**config.mk**
```make
export PLATFORM = sky130hd
export DESIGN_NAME = system_reset_clock_sequencer
export DESIGN_NICKNAME = d
export VERILOG_FILES = /design/src/hdl/reset_seq_pkg.sv /design/src/hdl/system_reset_clock_sequencer.sv
export SDC_FILE = /design/constraint.sdc
export NUM_CORES = 1
export LEC_CHECK = 0
export BUFFER_PORTS_ARGS = -buffer_cell sky130_fd_sc_hd__buf_2
export CAP_MARGIN = 20
export CORE_MARGIN = 3
export CORE_UTILIZATION = 45
export DETAILED_ROUTE_END_ITERATION = 7
export GPL_ROUTABILITY_DRIVEN = 0
export PLACE_DENSITY = 0.84
export SETUP_SLACK_MARGIN = 0.4
export SYNTH_ARGS = -nofsm -noshare
export SYNTH_HDL_FRONTEND = slang
export SYNTH_SLANG_ARGS = --single-unit
```
**constraint.sdc**
```tcl
create_clock -name clk -period 1.91 [get_ports clk]
set_input_delay 0.191 -clock clk [delete_from_list [all_inputs] [get_ports clk]]
set_output_delay 0.191 -clock clk [all_outputs]
set_load 0.03 [all_outputs]
```
**src/hdl/reset_seq_pkg.sv**
```systemverilog
// Package with constants, register map and state codes of the reset and clock sequencer.
package reset_seq_pkg;
  // Register byte addresses on the AXI4-Lite bus.
  localparam logic [3:0] CAUSE_ADDR = 4'h0;
  localparam logic [3:0] CONFIG_ADDR = 4'h4;
  localparam logic [3:0] STATUS_ADDR = 4'h8;
  localparam int ADDR_W = 4;
  // Reset cause flag positions.
  localparam int CAUSE_POR = 0;
  localparam int CAUSE_PIN = 1;
  localparam int CAUSE_WDOG = 2;
  localparam int CAUSE_OPC = 3;
  localparam int CAUSE_ADR = 4;
  localparam int CAUSE_LOWV = 5;
  localparam int CAUSE_MON = 6;
  localparam int CAUSE_W = 7;
  localparam logic [6:0] CAUSE_POR_ONLY = 7'h01;
  // Configuration fields and reset values.
  localparam int CFG_STOP_ALLOW = 0;
  localparam int CFG_SHORT_REC = 1;
  localparam logic CFG_STOP_ALLOW_RST = 1'b1;
  localparam logic CFG_SHORT_REC_RST = 1'b0;
  // Status fields.
  localparam int STAT_STATE_LSB = 0;
  localparam int STAT_CNT_LSB = 16;
  // Timing counts in selected-source clock cycles.
  localparam int CNT_W = 13;
  localparam int PHASE_W = 7;
  localparam int POR_HOLD_CYC = 4096 + 32;
  localparam int STOP_LONG_CYC = 4096;
  localparam int STOP_SHORT_CYC = 32;
  localparam int PIN_DRIVE_CYC = 32;
  localparam int INT_TAIL_CYC = 32;
  localparam int PIN_MIN_CYC = 67;
  localparam logic [1:0] BUS_DIV_LAST = 2'h3;
  // Reset vector addresses.
  localparam logic [15:0] VEC_USER = 16'hFFFE;
  localparam logic [15:0] VEC_MONITOR = 16'hFEFE;
  // AXI responses.
  localparam logic [1:0] RESP_OKAY = 2'h0;
  localparam logic [1:0] RESP_SLVERR = 2'h2;
  // Sequencer states.
  typedef enum logic [2:0] {
    ST_RUN = 3'b000,
    ST_WAIT = 3'b001,
    ST_STOPPED = 3'b010,
    ST_STOP_REC = 3'b011,
    ST_LONG_HOLD = 3'b100,
    ST_PIN_DRIVE = 3'b101,
    ST_INT_TAIL = 3'b110,
    ST_EXT_HOLD = 3'b111
  } seq_state_e;
endpackage

```
**src/hdl/system_reset_clock_sequencer.sv**
```systemverilog
// Reset collector, recovery counter, clock gating and AXI4-Lite registers of the sequencer.
// Contract
// - Bus clock is source divided by four.
// - Power/low-supply reset: clocks held, pin low.
// - Stop exit waits 4096 or 32 cycles.
// - Wait mode stops CPU clocks only.
// - All resets assert internal reset; vector select.
// - Internal reset clears counter; external does not.
// - Each source sets its own cause flag.
// - Pin flag after 67 low cycles.
// - Internal reset: pin 32, then 32 more.
// - Power-on: pin low 4096+32, release 32 later.
// - Power-on sets its flag, clears others.
// - Watchdog overflow resets; input is asynchronous.
// - Watchdog disable is purely combinational.
// - Illegal opcode sets flag and resets.
// - Stop with stop_allow zero is illegal.
// - Only opcode fetch from unmapped address resets.
// - Low supply: flag, pin 4096+32, 32 more.
// - Monitor entry with erased vectors resets.
// - Recovery counter is thirteen bits wide.
// - Stop clears counter; short recovery selects 32.
// - Counter free-runs after reset states.
//
// Local design decisions: the placing of the registers and the AXI4-Lite slave port.
`timescale 1ns/10ps
`default_nettype none
module system_reset_clock_sequencer
  import reset_seq_pkg::*;
#(
  parameter int PorHoldCyc = POR_HOLD_CYC,
  parameter int StopLongCyc = STOP_LONG_CYC
) (
  // Clock (selected clock source) and power-on reset.
  input wire logic clk,
  input wire logic rst,
  // Reset sources.
  input wire logic powerUpPulse,
  input wire logic lowSupplyTrip,
  input wire logic watchdogOverflow,
  input wire logic illegalOpcode,
  input wire logic unmappedAccess,
  input wire logic opcodeFetch,
  input wire logic monitorEntryReset,
  // CPU mode requests and mode straps.
  input wire logic stopInstr,
  input wire logic waitInstr,
  input wire logic wakeEvent,
  input wire logic monitorMode,
  input wire logic breakState,
  input wire logic resetPinHighVolt,
  input wire logic irqPinHighVolt,
  // Shared reset pin.
  input wire logic extResetPinIn,
  output logic extResetPinOut,
  output logic extResetPinDrvN,
  // Clock enables and reset outputs.
  output logic busClkEn,
  output logic cpuClkEn,
  output logic periphClkEn,
  output logic intResetSig,
  output logic watchdogDisable,
  output logic [15:0] resetVector,
  // AXI4-Lite write channels.
  input wire logic [ADDR_W-1:0] s_axi_awaddr,
  input wire logic s_axi_awvalid,
  output logic s_axi_awready,
  input wire logic [31:0] s_axi_wdata,
  input wire logic [3:0] s_axi_wstrb,
  input wire logic s_axi_wvalid,
  output logic s_axi_wready,
  output logic [1:0] s_axi_bresp,
  output logic s_axi_bvalid,
  input wire logic s_axi_bready,
  // AXI4-Lite read channels.
  input wire logic [ADDR_W-1:0] s_axi_araddr,
  input wire logic s_axi_arvalid,
  output logic s_axi_arready,
  output logic [31:0] s_axi_rdata,
  output logic [1:0] s_axi_rresp,
  output logic s_axi_rvalid,
  input wire logic s_axi_rready
);

  // Last-count compare values, cut to the counter widths.
  localparam logic [CNT_W-1:0] PorLast = CNT_W'(PorHoldCyc - 1);
  localparam logic [CNT_W-1:0] StopLongLast = CNT_W'(StopLongCyc - 1);
  localparam logic [CNT_W-1:0] StopShortLast = CNT_W'(STOP_SHORT_CYC - 1);
  localparam logic [PHASE_W-1:0] PinDriveLast = PHASE_W'(PIN_DRIVE_CYC - 1);
  localparam logic [PHASE_W-1:0] IntTailLast = INT_TAIL_CYC[PHASE_W-1:0] - 7'h01;
  localparam logic [PHASE_W-1:0] PinMinLast = PHASE_W'(PIN_MIN_CYC - 1);

  // All state of the sequencer and its bus slave.
  typedef struct packed {
    seq_state_e st;
    logic [CNT_W-1:0] recCnt;
    logic [PHASE_W-1:0] phase;
    logic [1:0] div;
    logic [CAUSE_W-1:0] cause;
    logic stopAllow;
    logic shortRec;
    logic [1:0] pinSync;
    logic [1:0] wdogSync;
    logic [1:0] porSync;
    logic [1:0] lowvSync;
    logic [15:0] vector;
    logic bvalid;
    logic [1:0] bresp;
    logic rvalid;
    logic [31:0] rdata;
    logic [1:0] rresp;
  } state_s;

  // Registered copy and its next value.
  state_s s_reg;
  state_s s_next;

  // True in every state in which the internal reset is asserted.
  // Every reset source ends in one of these four states.
  function automatic logic inReset(input seq_state_e st);
    inReset = (st == ST_LONG_HOLD) || (st == ST_PIN_DRIVE) ||
              (st == ST_INT_TAIL) || (st == ST_EXT_HOLD);
  endfunction

  // True where the device itself pulls the reset pin low.
  function automatic logic drivesPin(input seq_state_e st);
    drivesPin = (st == ST_LONG_HOLD) || (st == ST_PIN_DRIVE);
  endfunction

  // Decoded events and bus helpers.
  logic busTick;
  logic wrTake;
  logic rdTake;
  logic badOpcodeEv;
  logic badFetchEv;
  logic wdogEv;
  logic longEv;
  logic [CAUSE_W-1:0] causeSet;
  logic [CAUSE_W-1:0] causeClr;
  logic [31:0] rdWord;
  logic rdHit;
  logic wrHit;
  logic stopRecDone;

  // Bus clock tick once every four source cycles.
  // The divider never stops, so the tick keeps its phase.
  assign busTick = (s_reg.div == BUS_DIV_LAST);

  // Gated clock enables and reset pin drive.
  assign busClkEn = busTick && !inReset(s_reg.st) && (s_reg.st != ST_STOPPED) &&
                    (s_reg.st != ST_STOP_REC);
  assign cpuClkEn = busTick && (s_reg.st == ST_RUN);
  assign periphClkEn = busTick && ((s_reg.st == ST_RUN) || (s_reg.st == ST_WAIT));
  assign intResetSig = inReset(s_reg.st);
  // Open-drain pin: data stays low, only the enable moves.
  assign extResetPinOut = 1'b0;
  assign extResetPinDrvN = !drivesPin(s_reg.st);
  assign resetVector = s_reg.vector;

  // Watchdog disable taken straight from the high-voltage detectors, no flops.
  assign watchdogDisable = (monitorMode && (resetPinHighVolt || irqPinHighVolt)) ||
                           (breakState && resetPinHighVolt);

  // Internal reset events.
  assign badOpcodeEv = illegalOpcode ||
                       (stopInstr && !s_reg.stopAllow && (s_reg.st == ST_RUN));
  assign badFetchEv = unmappedAccess && opcodeFetch;
  assign wdogEv = s_reg.wdogSync[1];
  // Power-on and low supply share the long hold.
  assign longEv = s_reg.porSync[1] || s_reg.lowvSync[1];

  // Stop recovery ends on the last count of the selected delay.
  assign stopRecDone = s_reg.shortRec ? (s_reg.recCnt == StopShortLast) :
                       (s_reg.recCnt == StopLongLast);

  // AXI handshakes: one write and one read at a time.
  // A new request waits while the last response stands.
  assign wrTake = s_axi_awvalid && s_axi_wvalid && !s_reg.bvalid;
  assign rdTake = s_axi_arvalid && !s_reg.rvalid;
  assign s_axi_awready = wrTake;
  assign s_axi_wready = wrTake;
  assign s_axi_arready = !s_reg.rvalid;
  assign s_axi_bvalid = s_reg.bvalid;
  assign s_axi_bresp = s_reg.bresp;
  assign s_axi_rvalid = s_reg.rvalid;
  assign s_axi_rdata = s_reg.rdata;
  assign s_axi_rresp = s_reg.rresp;

  // Read multiplexer over the three registers.
  // Unmapped addresses read zero with an error response.
  always_comb begin
    rdHit = 1'b1;
    rdWord = 32'h0000_0000;
    unique case (s_axi_araddr)
      CAUSE_ADDR: rdWord[CAUSE_W-1:0] = s_reg.cause;
      CONFIG_ADDR: begin
        rdWord[CFG_STOP_ALLOW] = s_reg.stopAllow;
        rdWord[CFG_SHORT_REC] = s_reg.shortRec;
      end
      STATUS_ADDR: begin
        rdWord[STAT_STATE_LSB +: $bits(seq_state_e)] = s_reg.st;
        rdWord[STAT_CNT_LSB +: CNT_W] = s_reg.recCnt;
      end
      default: rdHit = 1'b0;
    endcase
  end

  // Write decode and cause flag updates; a set in the same cycle beats a clear.
  always_comb begin
    wrHit = (s_axi_awaddr == CAUSE_ADDR) || (s_axi_awaddr == CONFIG_ADDR) ||
            (s_axi_awaddr == STATUS_ADDR);
    causeClr = '0;
    if (wrTake && (s_axi_awaddr == CAUSE_ADDR) && s_axi_wstrb[0]) begin
      causeClr = s_axi_wdata[CAUSE_W-1:0];
    end
    causeSet = '0;
    causeSet[CAUSE_LOWV] = s_reg.lowvSync[1];
    // Internal sources count only outside a reset sequence.
    if (!longEv && !inReset(s_reg.st)) begin
      causeSet[CAUSE_WDOG] = wdogEv;
      causeSet[CAUSE_OPC] = badOpcodeEv;
      causeSet[CAUSE_ADR] = badFetchEv;
      causeSet[CAUSE_MON] = monitorEntryReset;
    end
    // The pin flag needs the full minimum low time.
    if (!longEv && (s_reg.st == ST_EXT_HOLD) && (s_reg.phase == PinMinLast)) begin
      causeSet[CAUSE_PIN] = 1'b1;
    end
  end

  // Sequencer, counters, synchronisers and bus slave next state.
  always_comb begin
    s_next = s_reg;
    s_next.div = s_reg.div + 2'h1;
    s_next.pinSync = {s_reg.pinSync[0], extResetPinIn};
    s_next.wdogSync = {s_reg.wdogSync[0], watchdogOverflow};
    s_next.porSync = {s_reg.porSync[0], powerUpPulse};
    s_next.lowvSync = {s_reg.lowvSync[0], lowSupplyTrip};
    s_next.vector = monitorMode ? VEC_MONITOR : VEC_USER;
    s_next.cause = (s_reg.cause & ~causeClr) | causeSet;
    s_next.recCnt = s_reg.recCnt + 13'h0001;
    s_next.phase = s_reg.phase;
    if (longEv) begin
      s_next.st = ST_LONG_HOLD;
      s_next.recCnt = '0;
      if (s_reg.porSync[1]) begin
        s_next.cause = CAUSE_POR_ONLY;
      end
    end else begin
      unique case (s_reg.st)
        // Running, waiting and stopped states watch for resets.
        ST_RUN, ST_WAIT, ST_STOPPED, ST_STOP_REC: begin
          // Internal sources win over the pin and mode requests.
          if (wdogEv || badOpcodeEv || badFetchEv || monitorEntryReset) begin
            s_next.st = ST_PIN_DRIVE;
            s_next.recCnt = '0;
            s_next.phase = '0;
          end else if (!s_reg.pinSync[1]) begin
            // An outside chip holds the pin; the counter runs on.
            s_next.st = ST_EXT_HOLD;
            s_next.phase = '0;
          end else if (s_reg.st == ST_RUN) begin
            // Stop and wait are honoured only while running.
            // A refused stop has already taken the reset branch.
            if (stopInstr && s_reg.stopAllow) begin
              s_next.st = ST_STOPPED;
              s_next.recCnt = '0;
            end else if (waitInstr) begin
              s_next.st = ST_WAIT;
            end
          end else if (s_reg.st == ST_WAIT) begin
            // Any wake event restarts the CPU clocks.
            if (wakeEvent) begin
              s_next.st = ST_RUN;
            end
          end else if (s_reg.st == ST_STOPPED) begin
            // The counter stays clear until the wake-up.
            s_next.recCnt = '0;
            if (wakeEvent) begin
              s_next.st = ST_STOP_REC;
            end
          end else if (stopRecDone) begin
            s_next.st = ST_RUN;
          end
        end
        // Long hold after power-on or low supply.
        ST_LONG_HOLD: begin
          if (s_reg.recCnt == PorLast) begin
            s_next.st = ST_INT_TAIL;
            s_next.phase = '0;
          end
        end
        // Internal source: the device pulls the pin.
        ST_PIN_DRIVE: begin
          s_next.phase = s_reg.phase + 7'h01;
          if (s_reg.phase == PinDriveLast) begin
            s_next.st = ST_INT_TAIL;
            s_next.phase = '0;
          end
        end
        // Pin released; the internal reset stays on.
        ST_INT_TAIL: begin
          s_next.phase = s_reg.phase + 7'h01;
          if (s_reg.phase == IntTailLast) begin
            s_next.st = ST_RUN;
          end
        end
        // Outside hold; the phase saturates at the flag count.
        ST_EXT_HOLD: begin
          if (s_reg.phase != PinMinLast) begin
            s_next.phase = s_reg.phase + 7'h01;
          end
          if (s_reg.pinSync[1]) begin
            s_next.st = ST_INT_TAIL;
            s_next.phase = '0;
          end
        end
      endcase
    end
    // Write channel: configuration bits and write response.
    // Only byte lane 0 carries register bits.
    if (wrTake) begin
      s_next.bvalid = 1'b1;
      s_next.bresp = wrHit ? RESP_OKAY : RESP_SLVERR;
      if ((s_axi_awaddr == CONFIG_ADDR) && s_axi_wstrb[0]) begin
        s_next.stopAllow = s_axi_wdata[CFG_STOP_ALLOW];
        s_next.shortRec = s_axi_wdata[CFG_SHORT_REC];
      end
    end else if (s_reg.bvalid && s_axi_bready) begin
      s_next.bvalid = 1'b0;
    end
    // Every reset sequence puts the configuration back to its defaults.
    // The reset owns the register, so a write in reset is lost.
    if (inReset(s_reg.st)) begin
      s_next.stopAllow = CFG_STOP_ALLOW_RST;
      s_next.shortRec = CFG_SHORT_REC_RST;
    end
    // Read channel.
    if (rdTake) begin
      s_next.rvalid = 1'b1;
      s_next.rdata = rdWord;
      s_next.rresp = rdHit ? RESP_OKAY : RESP_SLVERR;
    end else if (s_reg.rvalid && s_axi_rready) begin
      s_next.rvalid = 1'b0;
    end
  end

  // State register; reset starts the power-on hold with only the power-on flag set.
  // The pin synchroniser starts high, so no false pin reset follows.
  always_ff @(posedge clk or posedge rst) begin
    if (rst) begin
      s_reg.st <= ST_LONG_HOLD;
      s_reg.recCnt <= '0;
      s_reg.phase <= '0;
      s_reg.div <= '0;
      s_reg.cause <= CAUSE_POR_ONLY;
      s_reg.stopAllow <= CFG_STOP_ALLOW_RST;
      s_reg.shortRec <= CFG_SHORT_REC_RST;
      s_reg.pinSync <= 2'h3;
      s_reg.wdogSync <= '0;
      s_reg.porSync <= '0;
      s_reg.lowvSync <= '0;
      s_reg.vector <= VEC_USER;
      s_reg.bvalid <= 1'b0;
      s_reg.bresp <= RESP_OKAY;
      s_reg.rvalid <= 1'b0;
      s_reg.rdata <= '0;
      s_reg.rresp <= RESP_OKAY;
    end else begin
      s_reg <= s_next;
    end
  end

endmodule
`default_nettype wire

```
==> tab_implementation.tex, run 1 <==
\begin{tabular}{lr}
\hline
Metric & Value \\
\hline
\multicolumn{2}{l}{\textbf{Outcome}} \\
Status & finished, final reports clean \\
\multicolumn{2}{l}{\textbf{Setup path}} \\
Buffers and inverters on the worst path & 0 \\
Crit-path leading delay family & simple AND/OR/NAND/NOR gates \\
Reg-to-reg critical path startpoint & s\_reg[94] \\
Worst Path Max Fanout & 6 \\
Number of cells on the worst reg-to-reg path & 5 \\
Minimum setup slack among reg-to-reg paths & between 0.09 and 0.1 ns \\
Launching element type of the critical path & flop \\
Kind of end point of the critical path & flop \\
Arr. time, crit path & around 2.1 ns \\
Cell with the largest stage delay on the worst path & sky130\_fd\_sc\_hd\_\_or4b\_4 \\
Critical path class & flop to flop \\
Req. time, crit path & between 2 and 2.5 ns \\
Maximum single-stage delay on the critical path & about 0.55 ns \\
Endpoint of the worst-slack reg-to-reg timing path & s\_reg[76] \\
Cells along the critical path & or4b\_4, nand4bb\_4, o211ai\_4, nand2b\_4, o31ai\_2 \\
\multicolumn{2}{l}{\textbf{Min path}} \\
Kind of path behind the tightest hold check & primary input to flop \\
Origin of the worst min-delay path & s\_axi\_rready \\
Hold Path Sink & s\_axi\_rvalid \\
Hold Path Stages & 2 \\
\multicolumn{2}{l}{\textbf{STA}} \\
Number of slew-limit violations in the final report & 0 \\
Worst-case clock skew & between 0.01 and 0.015 ns \\
Final period demand of the worst path & $\sim$1.8 ns \\
Final hold viol count & 0 \\
Final sum of negative setup slack & 0 ns \\
Share of the clock period used by the worst path & 95.16\% \\
Final setup fails & 0 \\
Setup repair after global routing missed its margin & true \\
Highest attainable clock frequency & approximately 550 MHz \\
\multicolumn{2}{l}{\textbf{Floorplan}} \\
Initial core utilization & between 40\% and 50\% \\
Area of the core & a little under 8000 um2 \\
Die Outline Area & $\sim$9000 um2 \\
Die span in y & 95.74 um \\
Horiz. Die Dim & 95.74 um \\
I/O pins & 130 \\
Number of standard-cell rows in the floorplan & 32 \\
\multicolumn{2}{l}{\textbf{CTS}} \\
CTS HTree Levels & 3 \\
Clock slew at reported path FFs & around 0.090 ns \\
Number of buffers between clock root and the deepest sink & 2 \\
Clock sink count & 67 \\
Clock tree from TritonCTS & built \\
Later-pin clock latency in the skew report & approximately 0.36 ns \\
CTS Buf Count & 9 \\
Root Buffer & sky130\_fd\_sc\_hd\_\_clkbuf\_8 \\
\multicolumn{2}{l}{\textbf{Global routing}} \\
Final global-route overflow total & 0 \\
Maximum number of pins on one net before global-route repair & between 60 and 70 \\
All-layer global routing usage & between 10\% and 20\% \\
Number of global-route vias before repair & 3005 \\
Number of antenna violations at the first check in global routing & 0 \\
Wire length of the first global-routing pass & approximately 14 mm \\
\multicolumn{2}{l}{\textbf{Logic synthesis}} \\
Most frequently used flop master after synthesis & sky130\_fd\_sc\_hd\_\_dfrtp\_1 \\
EDFF count, synth & 0 \\
Total of flip-flops plus latches after synthesis & 67 \\
Mean instance size in the synthesized netlist & 9.900 um2 \\
Proportion of synthesized chip area in sequential cells & between 40\% and 50\% \\
Top cells by area in the synthesized netlist & sky130\_fd\_sc\_hd\_\_dfrtp\_1 42\%, sky130\_fd\_sc\_hd\_\_buf\_4 11\%, sky130\_fd\_sc\_hd\_\_a22o\_1 4.6\%, sky130\_fd\_sc\_hd\_\_dfstp\_2 4.4\%, sky130\_fd\_sc\_hd\_\_nor2\_1 2.3\% \\
Async SR Flop Fraction & 100.0\% \\
Cell with the most instances after synthesis & sky130\_fd\_sc\_hd\_\_dfrtp\_1 \\
List of most frequent post-synthesis cells & 61 x sky130\_fd\_sc\_hd\_\_dfrtp\_1, 54 x sky130\_fd\_sc\_hd\_\_buf\_4, 22 x sky130\_fd\_sc\_hd\_\_nor2\_1 \\
Count of distinct cell types in the synthesized netlist & 57 \\
Fraction of synthesized cell area taken by the top area cell type & between 40\% and 50\% \\
Area leader, netlist & sky130\_fd\_sc\_hd\_\_dfrtp\_1 \\
Post-synth design cell area & roughly 3600 um2 \\
Post-Synthesis Cells & approximately 370 \\
Ys Warns & 0 \\
\multicolumn{2}{l}{\textbf{Route}} \\
Initial DRT Pass Iterations & 4 \\
Total vias in the final route & 3062 \\
Routed vias/inst & between 5 and 6 \\
Routed Antenna Nets & 0 \\
Average wire per standard cell & 16.07 um \\
Final routed DRC violation total & 0 \\
DRT iter0 DRCs & $\sim$170 \\
Aggregate routed wire length & 9.145 mm \\
\multicolumn{2}{l}{\textbf{Cells and area}} \\
Finished Layout Cells & $\sim$570 \\
Total inserted antenna cells & 0 \\
Number of flip-flops in the largest register & 37 \\
Fraction of final layout cells sized beyond drive strength 1 & a little under half \\
Nets & around 530 \\
Synthesis-to-layout area growth & 30.01\% \\
\multicolumn{2}{l}{\textbf{Place}} \\
HPWL after detailed placement & around 5.9 mm \\
Port bufs & between 70 and 80 \\
Instance count after placement with tap cells included & approximately 530 \\
\multicolumn{2}{l}{\textbf{Pwr}} \\
Max rail drop VDD & slightly above 0.3 mV \\
Lkg Pwr & roughly 2.3 nW \\
Power density over the cells & around 700 nW/um2 \\
\multicolumn{2}{l}{\textbf{Flow run}} \\
Max capacitance violation total & 0 \\
\hline
\end{tabular}
## cells in the final DEF (no fill, tap or decap), drive strengths merged, types with 13 or more instances in the layout
| cell | count |
|---|---|
| buf | 121 |
| dfrtp | 61 |
| a22o | 19 |
| o21ai | 21 |
| conb | 30 |
| inv | 24 |
| nor2 | 32 |
| a21oi | 16 |
| nand3 | 13 |
| nand2 | 18 |
## stage by stage
step	setup slack (ns)	power (mW)	cell area [um2]	hold slack, ns	util [%]
5_1_grt	0.04253	3.430	4711	0.01268	60.65
6_report	0.09236	3.295	4711	0.007263	60.65
2_1_floorplan	0.1269	1.963	3815	0.1955	-
3_5_place_dp	0.03130	2.064	4051	0.3018	52.16
3_3_place_gp	0.08280	2.043	4051	0.3019	52.16
4_1_cts	0.1267	3.243	4502	0.001138	57.96
## area by class of cell
| type | instances | area [um2] |
|---|---|---|
| Clock inverter | 7 | 62.56 |
| Sequential cell | 67 | 1685 |
| Clock buffer | 9 | 123.9 |
| Multi-Input combinational cell | 234 | 1763 |
| Tap cell | 102 | 127.6 |
| Fill cell | 614 | 3057 |
| Timing Repair Buffer | 127 | 853.3 |
| Inverter | 23 | 95.09 |
## how the worst max path moves through the flow
| stage | from | endpoint | slack (ns) | cells after the start |
|---|---|---|---|---|
| floorplan | s_reg[74] | s_reg[94] | 0.13 | 7 |
| global placement | s_reg[94] | s_reg[76] | 0.08 | 6 |
| detailed placement | s_reg[73] | s_reg[76] | 0.03 | 8 |
| CTS | s_reg[73] | s_reg[94] | 0.13 | 6 |
| global route | s_reg[76] | s_reg[78] | 0.04 | 6 |
| finish | s_reg[94] | s_reg[76] | 0.09 | 5 |
## power by group
part / switching (mW) / leakage (nW) / total [mW] / internal, mW
Sequential: 0.0597 / 0.882 / 1.54 / 1.48
Combinational: 0.413 / 1.31 / 0.648 / 0.235
Clock: 0.619 / 0.0919 / 1.11 / 0.492
## logic make-up after synthesis
kind of cell / count (synthesis) / synth area share [%]
and+or+nand+nor: 105 / 16.06
buffers and inverters: 93 / 15.88
AOI/OAI and AO/OA: 77 / 15.40
DFF: 67 / 46.48
xor gates and xnor gates: 12 / 2.901
muxes: 6 / 1.692
adders and majority gates: 4 / 1.381
other: 2 / 0.2073
## routing by layer
| metal | vias to the layer above | routed length [um] | share of wire, % | track usage [%] |
|---|---|---|---|---|
| li1 | 1390 | - | - | - |
| met1 | 1512 | 3515 | 38 | 22.54 |
| met2 | 135 | 4688 | 51 | 34.57 |
| met3 | 25 | 644 | 7.0 | 4.848 |
| met4 | 0 | 297 | 3.2 | 10.66 |
| met5 | - | 0 | 0 | 0 |
## timing repair
item / 4_1_cts / 5_1_grt
hold endpoints to repair: 66 / 0
setup buffers: 13 / 7
pin swaps: 10 / 12
resized for setup: 23 / 46
setup endpoints to repair: 50 / 38
cloned: 0 / 0
hold buffers: 6 / 0
## worst register-to-register path, cell delays in order, from the launching register on
cell and delay (ns):
sky130_fd_sc_hd__dfrtp_2 0.44, sky130_fd_sc_hd__or4b_4 0.55, sky130_fd_sc_hd__nand4bb_4 0.15, sky130_fd_sc_hd__o211ai_4 0.14, sky130_fd_sc_hd__nand2b_4 0.21, sky130_fd_sc_hd__o31ai_2 0.23
(Power assumes the default switching activity.)
==> run 2: changes to the inputs <==
- RECOVER_POWER: default -> 100
- SLEW_MARGIN: default -> 10
==> run 2 against run 1 <==
Compared with the run above:
- critical path depth unchanged
- combinational power decreased by 4.3%
- design area decreased by 2.8%
- clock skew about the same
- register-to-register slack got worse by 0.06 ns
- via count increased by 0.36%
- core utilization decreased by 1.7 points
- sequential share of layout area increased by 1.0 points
- non-clock buffer count unchanged
- worst hold slack improved by 0.0024 ns
- die area unchanged
==> tab_implementation.tex, run 2 (same netlist as run 1, synthesis figures left out) <==
\begin{tabular}{lr}
\hline
Metric & Value \\
\hline
\multicolumn{2}{l}{\textbf{Outcome}} \\
Status & finished, final reports clean \\
\multicolumn{2}{l}{\textbf{Pwr}} \\
Clock power frac & 33.9\% (+0.2 points) \\
Power spent charging and discharging nets & 1.083 mW (-0.81\%) \\
Internal power & 2.179 mW (-1.1\%) \\
Comb power frac & 19.0\% (-0.7 points) \\
Lkg Pwr & 2.130 nW (-6.6\%) \\
Part of the power in registers & 47.1\% (+0.5 points) \\
Power density over the cells & 712.6 nW/um2 (+1.9\%) \\
Share of total power consumed by net switching & 33.20\% (+0.063 points) \\
Max rail drop VDD & 0.3015 mV (-2.3\%) \\
Total power consumption of the routed design & 3.263 mW (-1.0\%) \\
\multicolumn{2}{l}{\textbf{Route}} \\
DRT iter0 DRCs & 190 (+9.2\%) \\
Routed Antenna Nets & 0 (unchanged) \\
Total vias in the final route & 3073 (+0.36\%) \\
Aggregate routed wire length & 9.189 mm (+0.48\%) \\
Average wire per standard cell & 16.15 um (+0.48\%) \\
Routed vias/inst & 5.401 (+0.36\%) \\
Final routed DRC violation total & 0 (unchanged) \\
Initial DRT Pass Iterations & 4 (unchanged) \\
\multicolumn{2}{l}{\textbf{Place}} \\
Instance count after placement with tap cells included & 527 (unchanged) \\
Port bufs & 71 (unchanged) \\
Placement-stage worst setup slack & 0.03130 ns (unchanged) \\
HPWL after detailed placement & 5.866 mm (unchanged) \\
\multicolumn{2}{l}{\textbf{STA}} \\
Share of the clock period used by the worst path & 98.14\% (+3.0 points) \\
Worst Max-Slew Pin Slew & between 0.9 and 1 ns \\
Final period demand of the worst path & 1.875 ns (+0.05690 ns) \\
Final hold viol count & 0 (unchanged) \\
Final setup fails & 0 (unchanged) \\
Highest attainable clock frequency & 533.5 MHz (-3.0\%) \\
Setup repair after global routing missed its margin & true \\
Number of slew-limit violations in the final report & 0 (unchanged) \\
Worst hold slack & 0.009614 ns (+0.002351 ns) \\
Worst slew margin relative to its limit & about two fifths \\
Worst-case clock skew & 0.01200 ns (-0.0003894 ns) \\
Final critical-path setup slack & 0.03546 ns (-0.05690 ns) \\
\multicolumn{2}{l}{\textbf{Setup path}} \\
Reg-to-reg critical path startpoint & s\_reg[95] \\
Endpoint of the worst-slack reg-to-reg timing path & s\_reg[94] \\
Minimum setup slack among reg-to-reg paths & 0.04 ns (-0.06 ns) \\
Worst setup path startpoint & s\_reg[95] \\
End point of the critical path & s\_reg[94] \\
Kind of end point of the critical path & flop \\
Launching element type of the critical path & flop \\
Number of cells on the worst reg-to-reg path & 5 (unchanged) \\
Worst Path Max Fanout & 4 (-2) \\
Req. time, crit path & 2.16 ns (about the same) \\
Arr. time, crit path & 2.13 ns (+0.05 ns) \\
Critical path class & flop to flop \\
\multicolumn{2}{l}{\textbf{Floorplan}} \\
Area of the core & 7767 um2 (unchanged) \\
Die span in y & 95.74 um (unchanged) \\
Horiz. Die Dim & 95.74 um (unchanged) \\
Die Outline Area & 9165 um2 (unchanged) \\
Initial core utilization & 46.65\% (unchanged) \\
Number of standard-cell rows in the floorplan & 32 (unchanged) \\
I/O pins & 130 (unchanged) \\
\multicolumn{2}{l}{\textbf{Cells and area}} \\
Most common cell after layout, fill and taps aside & sky130\_fd\_sc\_hd\_\_dfrtp\_1 \\
Finished Layout Cells & 569 (unchanged) \\
Nets & 532 (unchanged) \\
Fraction of final layout cells sized beyond drive strength 1 & 35.97\% (-10 points) \\
Synthesis-to-layout area growth & 26.35\% \\
Commonest cells after routing, fill and taps aside & 60 x sky130\_fd\_sc\_hd\_\_dfrtp\_1, 42 x sky130\_fd\_sc\_hd\_\_buf\_4, 35 x sky130\_fd\_sc\_hd\_\_buf\_2, 34 x sky130\_fd\_sc\_hd\_\_clkbuf\_1, 30 x sky130\_fd\_sc\_hd\_\_conb\_1 \\
Number of flip-flops in the largest register & 37 (unchanged) \\
Utilization after layout & 58.94\% (-1.7 points) \\
Total inserted antenna cells & 0 (unchanged) \\
\multicolumn{2}{l}{\textbf{CTS}} \\
Clock sink count & 67 (unchanged) \\
CTS HTree Levels & 3 (unchanged) \\
Clock slew at reported path FFs & 0.08 ns (about the same) \\
Clock tree from TritonCTS & built \\
CTS Buf Count & 9 (unchanged) \\
Later-pin clock latency in the skew report & 0.36 ns (about the same) \\
Root Buffer & sky130\_fd\_sc\_hd\_\_clkbuf\_8 \\
Number of buffers between clock root and the deepest sink & 2 (unchanged) \\
\multicolumn{2}{l}{\textbf{Min path}} \\
Kind of path behind the tightest hold check & primary input to flop \\
\multicolumn{2}{l}{\textbf{Global routing}} \\
All-layer global routing usage & 19.93\% (unchanged) \\
Number of global-route vias before repair & 3005 (unchanged) \\
Number of antenna violations at the first check in global routing & 0 (unchanged) \\
Maximum number of pins on one net before global-route repair & 68 (unchanged) \\
Final global-route overflow total & 0 (unchanged) \\
Wire length of the first global-routing pass & 14.03 mm (unchanged) \\
\multicolumn{2}{l}{\textbf{Flow run}} \\
Max capacitance violation total & 0 (unchanged) \\
\hline
\end{tabular}
run 2: cell count changes in the layout (fill, tap and decap cells not counted), moves of 3 or more:
cell / previous run / this run
sky130_fd_sc_hd__buf_2: 65 / 35
sky130_fd_sc_hd__buf_4: 48 / 42
sky130_fd_sc_hd__buf_6: 6 / 3
sky130_fd_sc_hd__clkbuf_1: 0 / 34
sky130_fd_sc_hd__clkbuf_2: 0 / 5
sky130_fd_sc_hd__nor2_1: 19 / 24
sky130_fd_sc_hd__nor2_2: 11 / 6
sky130_fd_sc_hd__o21ai_0: 8 / 12
sky130_fd_sc_hd__o21ai_2: 10 / 7
run 2: per-layer routing:
metal,share of wire [%],GRT usage [%],wire (um),up-vias
li1,-,-,-,1394
met1,39,22.54,3538,1519
met2,51,34.57,4709,132
met3,7.1,4.848,651,28
met4,3.1,10.66,289,0
met5,0,0,0,-
run 2: repair_timing:
item | CTS | global route
gates cloned | 0 | 0
setup endpoints to repair | 50 | 38
endpoints found under the hold margin | 66 | 0
gates resized for setup | 23 | 46
pin swaps | 10 | 12
hold buffers | 6 | 0
buffers inserted | 13 | 7
run 2: power groups by stage:
stage	clock network (mW)	registers (mW)	logic (mW)
floorplan	0	1.55	0.410
global placement	0	1.55	0.497
detailed placement	0	1.55	0.513
CTS	1.13	1.53	0.583
global route	1.18	1.54	0.675
finish	1.11	1.54	0.620
run 2: how the worst min path moves through the flow:
stage	startpoint	endpoint	cells past startpoint
3_3_place_gp	watchdogOverflow	s_next[59]	1
4_1_cts	s_axi_bready	s_axi_bvalid	2
5_1_grt	s_axi_bready	s_axi_bvalid	2
2_1_floorplan	extResetPinIn	s_next[61]	0
6_report	s_axi_rready	s_axi_rvalid	2
3_5_place_dp	lowSupplyTrip	s_next[55]	1
run 2: per-stage QoR:
step	area [um2]	setup TNS, ns
2_1_floorplan	3815	0
5_1_grt	4578	-0.02931
3_5_place_dp	4051	0
3_3_place_gp	4051	0
4_1_cts	4502	0
6_report	4578	0
run 2: final cells by class:
type / count / area, um2
sequential: 67 / 1685
clock inverter: 7 / 62.56
multi-input combinational: 234 / 1720
timing repair buffer: 127 / 764.5
clock buffer: 9 / 123.9
tap: 102 / 127.6
inverter: 23 / 93.84
fill: 657 / 3189
run 2: worst max-delay path, stage by stage (launching register included):
cell and delay (ns):
sky130_fd_sc_hd__dfstp_1 0.44, sky130_fd_sc_hd__buf_4 0.18, sky130_fd_sc_hd__nor4_2 0.39, sky130_fd_sc_hd__nand4_1 0.17
sky130_fd_sc_hd__o211ai_2 0.25, sky130_fd_sc_hd__mux2_4 0.32
